## config.mk

```make
export PLATFORM = sky130hd
export DESIGN_NAME = swt_top
export DESIGN_NICKNAME = d
export VERILOG_FILES = /design/src/hdl/swt_pkg.sv /design/src/hdl/swt_tick_gen.sv /design/src/hdl/swt_bcd_digit.sv /design/src/hdl/swt_top.sv
export SDC_FILE = /design/constraint.sdc
export NUM_CORES = 1
export LEC_CHECK = 0
export ABC_AREA = 1
export CORE_AREA = 2 2 108 110
export CTS_CLUSTER_DIAMETER = 50
export DETAILED_ROUTE_END_ITERATION = 8
export DIE_AREA = 0 0 110 112
export DONT_BUFFER_PORTS = 1
export PLACE_DENSITY = 0.45
export SLEW_MARGIN = 25
export SYNTH_ARGS = -nofsm -noshare
export SYNTH_HDL_FRONTEND = slang
export SYNTH_SLANG_ARGS = --single-unit
```

## constraint.sdc

```tcl
create_clock -name core_clk -period 2 [get_ports core_clk]
set_input_delay 0.1 -clock core_clk [delete_from_list [all_inputs] [get_ports core_clk]]
set_output_delay 0.1 -clock core_clk [all_outputs]
set_load 0.03 [all_outputs]
```

## src/hdl/swt_pkg.sv

```systemverilog
// stopwatch timer package: register indices, field positions, reset
// values and timing counts shared by the stopwatch design files.
// assumes a single 25 MHz core clock and a word-wide avalon bus.
package swt_pkg;

    // ****************************************************************
    // clock and timing
    // ****************************************************************
    localparam int unsigned CORE_CLK_HZ = 25000000;
    localparam int unsigned SRC_CLK_HZ = 256; // internal source rate
    // longest whole period of the source, in core cycles (rounded down)
    localparam int unsigned SRC_DIV_CYCLES = CORE_CLK_HZ / SRC_CLK_HZ;
    localparam int unsigned STEP_HZ = 100; // hundredths rate
    localparam logic [7:0] STEP_INC = 8'(STEP_HZ);
    localparam logic [3:0] BCD_MAX = 4'h9;

    // ****************************************************************
    // bus and register map (index; byte address is four times it)
    // ****************************************************************
    localparam int unsigned AV_ADDR_W = 18;
    localparam logic [15:0] IDX_PRIORITY = 16'hff20;
    localparam logic [15:0] IDX_ENABLE = 16'hff22;
    localparam logic [15:0] IDX_FLAGS = 16'hff24;
    localparam logic [15:0] IDX_CONTROL = 16'hff42;
    localparam logic [15:0] IDX_COUNT = 16'hff43;

    // ****************************************************************
    // field positions and reset values
    // ****************************************************************
    localparam int unsigned CTL_RUN_POS = 0;
    localparam int unsigned CTL_CLR_POS = 1;
    localparam int unsigned PRI_LSB = 2;
    localparam int unsigned IRQ_LSB = 4; // 1 Hz at 4, 10 Hz 5, 100 Hz 6
    localparam logic [1:0] PRI_RESET = 2'h0;
    localparam logic [2:0] IRQ_RESET = 3'h0;
    localparam logic [3:0] DIGIT_RESET = 4'h0;
    localparam logic [7:0] ACC_RESET = 8'h00;

endpackage : swt_pkg

```

## src/hdl/swt_tick_gen.sv

```systemverilog
// stopwatch source tick: divides the core clock to one pulse per period
// of the 256 Hz internal source.
// assumes a synchronous active-high reset on core_clk.
module swt_tick_gen
    import swt_pkg::*;
#(
    parameter int unsigned DIV = SRC_DIV_CYCLES
) (
    input wire logic core_clk,
    input wire logic reset,
    output logic tick
);

    logic [31:0] cnt_r;

    // free-running period counter, one-cycle tick at wrap
    always_ff @(posedge core_clk) begin
        if (reset) begin
            cnt_r <= 32'h0;
            tick <= 1'b0;
        end else if (cnt_r == 32'(DIV - 1)) begin
            cnt_r <= 32'h0;
            tick <= 1'b1;
        end else begin
            cnt_r <= cnt_r + 32'h1;
            tick <= 1'b0;
        end
    end

endmodule : swt_tick_gen

```

## src/hdl/swt_bcd_digit.sv

```systemverilog
// one bcd decade of the stopwatch: steps 0 to 9 and wraps.
// assumes step and clear come from logic on the same clock.
module swt_bcd_digit
    import swt_pkg::*;
(
    input wire logic core_clk,
    input wire logic reset,
    input wire logic clear,
    input wire logic step,
    output logic [3:0] digit,
    output logic wrap
);

    // wrap pulses with the step that leaves 9
    assign wrap = step && (digit == BCD_MAX);

    // clear wins over a step in the same cycle
    always_ff @(posedge core_clk) begin
        if (reset || clear) begin
            digit <= DIGIT_RESET;
        end else if (wrap) begin
            digit <= DIGIT_RESET;
        end else if (step) begin
            digit <= digit + 4'h1;
        end
    end

endmodule : swt_bcd_digit

```

## src/hdl/swt_top.sv

```systemverilog
// stopwatch timer: two bcd digits (tenths, hundredths) stepped from a
// 256 Hz internal source, with 100/10/1 Hz interrupt factors.
// assumes an avalon-mm master on core_clk and a synchronous reset.
//
// Contract
// - run bit in control bit 0 runs counter; 0 holds; resets to 0.
// - writing 1 to control bit 1 clears both digits; reads back 0.
// - data register shows tenths in bits 7:4, hundredths in 3:0.
// - priority bits 3:2 select level 0 to 3; reset to 00.
// - enable bits 6,5,4 gate 100 Hz, 10 Hz, 1 Hz interrupts.
// - flag bits 6,5,4 set on factors; write 1 clears.
// - after run is cleared, one more source-clock count then halt.
// - factors from that final count still set flags and interrupt.
module swt_top
    import swt_pkg::*;
#(
    parameter int unsigned SRC_DIV = SRC_DIV_CYCLES
) (
    input wire logic core_clk,
    input wire logic reset,
    input wire logic [AV_ADDR_W-1:0] avs_address,
    input wire logic avs_read,
    input wire logic avs_write,
    input wire logic [31:0] avs_writedata,
    output logic [31:0] avs_readdata,
    output logic avs_waitrequest,
    output logic irq,
    output logic [1:0] sw_irq_level
);

    // ****************************************************************
    // declarations
    // ****************************************************************
    logic ack_r;
    logic req;
    logic wr_go;
    logic sel_pri;
    logic sel_en;
    logic sel_flag;
    logic sel_ctl;
    logic sel_cnt;
    logic wr_ctl;
    logic clr_now;
    logic sw_run_bit_r;
    logic stop_pend_r;
    logic counting;
    logic src_tick;
    logic advance;
    logic [7:0] acc_r;
    logic [8:0] acc_sum;
    logic hund_step;
    logic hund_wrap;
    logic tenth_wrap;
    logic [3:0] hundredths_digit;
    logic [3:0] tenths_digit;
    logic [2:0] events;
    logic [2:0] irq_enable_r;
    logic [2:0] irq_flag_r;
    logic [2:0] irq_flag_nxt;
    logic [1:0] sw_priority_r;
    logic [7:0] rd_byte;

    // ****************************************************************
    // avalon slave: one wait cycle on every access
    // ****************************************************************

    // request accepted on the edge where waitrequest is low
    assign req = avs_read || avs_write;
    assign avs_waitrequest = req && !ack_r;
    assign wr_go = avs_write && ack_r;

    // address decode, byte address is four times the index
    assign sel_pri = avs_address == AV_ADDR_W'({IDX_PRIORITY, 2'b00});
    assign sel_en = avs_address == AV_ADDR_W'({IDX_ENABLE, 2'b00});
    assign sel_flag = avs_address == AV_ADDR_W'({IDX_FLAGS, 2'b00});
    assign sel_ctl = avs_address == AV_ADDR_W'({IDX_CONTROL, 2'b00});
    assign sel_cnt = avs_address == AV_ADDR_W'({IDX_COUNT, 2'b00});
    assign wr_ctl = wr_go && sel_ctl;

    // wait-cycle acknowledge
    always_ff @(posedge core_clk) begin
        if (reset) begin
            ack_r <= 1'b0;
        end else begin
            ack_r <= req && !ack_r;
        end
    end

    // read mux; unmapped addresses read as zero
    always_comb begin
        rd_byte = 8'h00;
        if (sel_pri) begin
            rd_byte[PRI_LSB +: 2] = sw_priority_r;
        end else if (sel_en) begin
            rd_byte[IRQ_LSB +: 3] = irq_enable_r;
        end else if (sel_flag) begin
            rd_byte[IRQ_LSB +: 3] = irq_flag_r;
        end else if (sel_ctl) begin
            rd_byte[CTL_RUN_POS] = sw_run_bit_r;
        end else if (sel_cnt) begin
            rd_byte = {tenths_digit, hundredths_digit};
        end
    end

    // read data captured in the wait cycle, held until the next read
    always_ff @(posedge core_clk) begin
        if (reset) begin
            avs_readdata <= 32'h0;
        end else if (avs_read && !ack_r) begin
            avs_readdata <= {24'h0, rd_byte};
        end
    end

    // ****************************************************************
    // control register
    // ****************************************************************

    assign clr_now = wr_ctl && avs_writedata[CTL_CLR_POS];

    always_ff @(posedge core_clk) begin
        if (reset) begin
            sw_run_bit_r <= 1'b0;
        end else if (wr_ctl) begin
            sw_run_bit_r <= avs_writedata[CTL_RUN_POS];
        end
    end

    always_ff @(posedge core_clk) begin
        if (reset) begin
            stop_pend_r <= 1'b0;
        end else if (wr_ctl && avs_writedata[CTL_RUN_POS]) begin
            stop_pend_r <= 1'b0;
        end else if (wr_ctl && sw_run_bit_r && !src_tick) begin
            stop_pend_r <= 1'b1;
        end else if (src_tick) begin
            stop_pend_r <= 1'b0;
        end
    end

    // ****************************************************************
    // counting chain
    // ****************************************************************

    swt_tick_gen #(
        .DIV(SRC_DIV)
    ) u_tick (
        .core_clk(core_clk),
        .reset(reset),
        .tick(src_tick)
    );

    assign counting = sw_run_bit_r || stop_pend_r;
    assign advance = src_tick && counting;

    // rate accumulator, 100 of 256 ticks
    assign acc_sum = {1'b0, acc_r} + {1'b0, STEP_INC};
    assign hund_step = advance && acc_sum[8] && !clr_now;

    // fractional accumulator
    always_ff @(posedge core_clk) begin
        if (reset || clr_now) begin
            acc_r <= ACC_RESET;
        end else if (advance) begin
            acc_r <= acc_sum[7:0];
        end
    end

    swt_bcd_digit u_hund (
        .core_clk(core_clk),
        .reset(reset),
        .clear(clr_now),
        .step(hund_step),
        .digit(hundredths_digit),
        .wrap(hund_wrap)
    );

    swt_bcd_digit u_tenth (
        .core_clk(core_clk),
        .reset(reset),
        .clear(clr_now),
        .step(hund_wrap),
        .digit(tenths_digit),
        .wrap(tenth_wrap)
    );

    // factor events: index 2 is 100 Hz, 1 is 10 Hz, 0 is 1 Hz
    assign events = {hund_step, hund_wrap, tenth_wrap};

    // ****************************************************************
    // interrupt registers
    // ****************************************************************

    always_ff @(posedge core_clk) begin
        if (reset) begin
            sw_priority_r <= PRI_RESET;
        end else if (wr_go && sel_pri) begin
            sw_priority_r <= avs_writedata[PRI_LSB +: 2];
        end
    end

    always_ff @(posedge core_clk) begin
        if (reset) begin
            irq_enable_r <= IRQ_RESET;
        end else if (wr_go && sel_en) begin
            irq_enable_r <= avs_writedata[IRQ_LSB +: 3];
        end
    end

    always_comb begin
        irq_flag_nxt = irq_flag_r;
        if (wr_go && sel_flag) begin
            irq_flag_nxt = irq_flag_nxt & ~avs_writedata[IRQ_LSB +: 3];
        end
        irq_flag_nxt = irq_flag_nxt | events;
    end

    // sticky flags
    always_ff @(posedge core_clk) begin
        if (reset) begin
            irq_flag_r <= IRQ_RESET;
        end else begin
            irq_flag_r <= irq_flag_nxt;
        end
    end

    assign irq = |(irq_flag_r & irq_enable_r);
    assign sw_irq_level = sw_priority_r;

    // ****************************************************************
    // assertions
    // ****************************************************************

    property p_run_hold;
        @(posedge core_clk) disable iff (reset)
        (!counting && !clr_now) |=>
            $stable({tenths_digit, hundredths_digit});
    endproperty
    a_run_hold: assert property (p_run_hold)
        else $error("digits moved while stopped");

    property p_clear;
        @(posedge core_clk) disable iff (reset)
        clr_now |=> (tenths_digit == 4'h0) && (hundredths_digit == 4'h0)
            && (acc_r == 8'h00);
    endproperty
    a_clear: assert property (p_clear)
        else $error("clear did not zero the digits");

    property p_data_read;
        @(posedge core_clk) disable iff (reset)
        (avs_read && ack_r && sel_cnt) |->
            avs_readdata == {24'h0, $past(tenths_digit),
            $past(hundredths_digit)};
    endproperty
    a_data_read: assert property (p_data_read)
        else $error("count read returned wrong digits");

    property p_ctl_read;
        @(posedge core_clk) disable iff (reset)
        (avs_read && ack_r && sel_ctl) |->
            avs_readdata[31:1] == 31'h0;
    endproperty
    a_ctl_read: assert property (p_ctl_read)
        else $error("control read shows unused bits");

    property p_prio;
        @(posedge core_clk) disable iff (reset)
        (wr_go && sel_pri) |=>
            sw_irq_level == $past(avs_writedata[PRI_LSB +: 2]);
    endproperty
    a_prio: assert property (p_prio)
        else $error("priority level not taken from write");

    property p_enable;
        @(posedge core_clk) disable iff (reset)
        (wr_go && sel_en) |=>
            irq_enable_r == $past(avs_writedata[IRQ_LSB +: 3]);
    endproperty
    a_enable: assert property (p_enable)
        else $error("enable bits not taken from write");

    property p_flag_set;
        @(posedge core_clk) disable iff (reset)
        (hund_step && wr_go && sel_flag && avs_writedata[IRQ_LSB + 2]) |=>
            irq_flag_r[2];
    endproperty
    a_flag_set: assert property (p_flag_set)
        else $error("event lost against a flag clear");

    property p_flag_clr;
        @(posedge core_clk) disable iff (reset)
        (wr_go && sel_flag && avs_writedata[IRQ_LSB + 1] && !hund_wrap) |=>
            !irq_flag_r[1];
    endproperty
    a_flag_clr: assert property (p_flag_clr)
        else $error("write one did not clear the flag");

    property p_final;
        @(posedge core_clk) disable iff (reset)
        (stop_pend_r && src_tick && !sw_run_bit_r && !clr_now) |=>
            (acc_r == $past(acc_sum[7:0])) &&
            (counting == $past(wr_ctl && avs_writedata[CTL_RUN_POS]));
    endproperty
    a_final: assert property (p_final)
        else $error("final count not taken before halt");

    property p_irq;
        @(posedge core_clk) disable iff (reset)
        (events[0] && irq_enable_r[0] && !(wr_go && sel_en)) |=> irq;
    endproperty
    a_irq: assert property (p_irq)
        else $error("enabled factor raised no interrupt");

    property p_carry;
        @(posedge core_clk) disable iff (reset)
        (hund_wrap && !clr_now) |=> (hundredths_digit == 4'h0) &&
            (tenths_digit != $past(tenths_digit));
    endproperty
    a_carry: assert property (p_carry)
        else $error("hundredths wrap did not carry");

endmodule : swt_top

```

==> flow_summary_export.csv <==
group,metric,value,unit
timing,period_share,0.868,
cts,clk_pin_slew,0.05,ns
critical_path,cp-endpoint,"u_tick.cnt_r[2]",
critical_path,cp-end-kind,"register",
timing,hold_viol_final,0,
placement,port_buffers,0,
yosys,synth_flop_cell,"dfxtp_1",
timing,drv_slew,0,
cts,cts_resized,0,
power_and_ir_drop,ir_drop,354,uV
grt,antenna_found_initial,0,
finish,fin_area,0.00424,mm^2
cts,htree_num_levels,3,
timing,fmax,0.576,GHz
critical_path,cp_slowest_cell,"dfxtp_1",
grt,grt_overflow,0,
routing,wirelength,9080,um
critical_path,reg2reg_from,"u_tick.cnt_r[13]",
floorplanning,dieArea,0.0123,mm^2
cts,cts_max_path_buffers,2,
power_and_ir_drop,p_leak,1.60,nW
yosys,synth_area_leaders,"dfxtp_1 34%, nand2_1 12%, nor2_1 8.0%",
yosys,ys_ff_latch,66,
routing,dr.pass1.iters,4,
finish,multiInputGateArea,0.00213,mm^2
cts,cts.sinks,66,
grt,grt_pass1_vias,3238,
cts,cts_tree,"done",
finish,num_antenna_cells,0,
finish,layout.nets,635,
critical_path,worst_r2r_endpoint,"u_tick.cnt_r[2]",
yosys,ys_types,36,
critical_path,crit_required,2.21,ns
grt,grt_pass1_wl,15700,um
critical_path,r2r_cells,8,
yosys,seq_area_frac_synth,0.345,
critical_path,start_kind,"register",
floorplanning,initial_core_util,0.343,
yosys,syn_avg_cell_area,6.85,um^2
routing,wire_per_inst,12.6,um
yosys,syn-cell-area,0.00383,mm^2
yosys,yosysWarnings,0,
cts,clk_latency,0.32,ns
min_path,hp-class,"in2reg",
finish,drive_gt1_frac,0.113,
routing,routed_via_density,4.69,
critical_path,crit_type,"reg2reg",
critical_path,worstPathCellList,"nand2_2 -> nor2_4 -> nand4_1 -> nor3_1 -> nand2_1 -> nand2_2 -> buf_12 -> nor3_1",
grt,grt_max_degree,32,
floorplanning,rows,39,
cts,cts_buffers,9,
routing,drtAntennaViolNets,0,
finish,syn_to_final_growth,10.5,%
critical_path,cpPeakStageDelay,0.42,ns
yosys,synth_cells,560,
routing,vias,3373,
floorplanning,num_io_pins,90,
timing,fin_tns_setup,0,ns
yosys,synth_top_area_share,0.345,
critical_path,crit_fanout,31,
floorplanning,die_y,112,um
finish,fillCellCount,1189,
routing,drt_iter0_markers,146,
placement,gp_congestion,0.825,
power_and_ir_drop,p_per_area,678,mW/mm^2
yosys,synth-edff-count,0,
finish,seqCellArea,0.00132,mm^2
timing,slew_headroom,0.580,
timing,setup_viol,0,
timing,worst_pin_slew,0.627,ns
timing,rsz0062_at_grt,"no",
grt,grt.total_usage,0.162,
critical_path,crit_start,"u_tick.cnt_r[13]",
outcome,status,"finished, final reports clean",
timing,min_period,1.74,ns
critical_path,cp.arrival,1.95,ns
critical_path,reg2reg_setup_slack,0.26,ns
yosys,synthArstFlopShare,0,
timing,skew,0.00503,ns
run,cap_violations,0,
yosys,synth_top_area_cell,"dfxtp_1",
floorplanning,die_x,110,um
routing,drc,0,
floorplanning,coreArea,0.0112,mm^2
placement,post-dp-hpwl,6990,um
cts,cts-root-buf,"clkbuf_16",
placement,dpl-instance-area,0.00390,mm^2
## layout by cell type, fill, tap and decap left out, types with 2 or more instances in the layout
cell and instances:
or2_0 10, nor2_2 9, nand2_1 126, nand4_1 19, nand3_2 6, clkinv_1 2
xnor2_1 3, a21oi_1 40, nor4_1 3, conb_1 24, a31oi_1 2, dlygate4sd3_1 9
nor3_2 3, xor2_1 12, clkbuf_16 9, nand3_1 28, nand2_2 11, nor3_1 13
inv_1 51, ha_1 6, o21ai_0 10, nor2_4 7, nor2_1 82, dfxtp_1 66
inv_2 11
## kinds of logic after synthesis
| logic type | synth area share |
|---|---|
| AOI/OAI and AO/OA | 0.0731 |
| xor gates and xnor gates | 0.0343 |
| adders and majority gates | 0.0196 |
| buffers and inverters | 0.122 |
| DFF | 0.345 |
| other | 0.000978 |
| and+or+nand+nor | 0.406 |
## report_power, final
| part | total, mW | internal (mW) | switching [mW] |
|---|---|---|---|
| sequential | 1.34 | 1.33 | 0.0131 |
| combinational | 0.166 | 0.0379 | 0.128 |
| clock | 1.37 | 0.842 | 0.527 |
## per-stage QoR
step	util	power, mW	std cells	hold WS [ns]	setup WS, ns
6_report	0.379	2.87	719	0.131	0.264
3_3_place_gp	0.349	1.51	698	0.171	0.308
5_1_grt	0.379	3.00	719	0.179	0.125
4_1_cts	0.379	2.93	719	0.115	0.296
3_5_place_dp	0.349	1.51	698	0.176	0.305
2_1_floorplan	-	1.53	583	0.235	0.544
## flip-flops by register name, indices dropped and copies added, names as in the netlist
signal	cells
irq_enable_r	3
sw_run_bit_r	1
irq_flag_r	3
u_tick.cnt_r	32
sw_irq_level	2
u_tick.tick	1
stop_pend_r	1
u_tenth.digit	4
acc_r	6
u_hund.digit	4
avs_readdata	8
ack_r	1
## synthesized netlist by cell type (6+ instances only)
master / number
nand2_1: 126
nor2_1: 82
dfxtp_1: 66
inv_1: 51
a21oi_1: 40
nand3_1: 28
buf_4: 24
nand4_1: 19
nor3_1: 13
xor2_1: 12
inv_2: 11
nand2_2: 11
o21ai_0: 10
or2_0: 10
nor2_2: 9
nor2_4: 7
ha_1: 6
nand3_2: 6
## per-layer routing
layer	wire length, um	GRT usage	up-vias	share of wire
met5	0	0	-	0
li1	-	-	1777	-
met4	79	0.0506	0	0.0087
met3	530	0.0381	4	0.058
met1	4480	0.229	1530	0.49
met2	3990	0.240	62	0.44
## worst min path at each step
stage                 endpoint  cells past startpoint  slack, ns              from
2_1_floorplan  irq_enable_r[0]                      2       0.23  avs_writedata[4]
3_3_place_gp      sw_run_bit_r                      1       0.17             reset
3_5_place_dp      sw_run_bit_r                      1       0.18             reset
4_1_cts           sw_run_bit_r                      4       0.12    avs_address[8]
5_1_grt           sw_run_bit_r                      4       0.18    avs_address[8]
6_report          sw_run_bit_r                      4       0.13    avs_address[8]
## worst max-delay path: cells and delay by family, from the launching register on
| kind | cells | cell delay, ns |
|---|---|---|
| buffers and inverters | 1 | 0.20 |
| flip-flops | 1 | 0.42 |
| AND/OR/NAND/NOR | 7 | 0.97 |
## what timing repair did
action / CTS / global route
hold endpoints to repair: 20 / 0
setup buffers: 0 / 0
hold buffers: 9 / 0
## cell type report
| class | count | area share |
|---|---|---|
| Sequential cell | 66 | 0.312 |
| Multi-Input combinational cell | 423 | 0.503 |
| Timing Repair Buffer | 11 | 0.0277 |
| Inverter | 64 | 0.0567 |
| Clock buffer | 11 | 0.0573 |
| Tap cell | 143 | 0.0422 |
| Clock inverter | 1 | 0.00118 |
(Power assumes the default switching activity.)
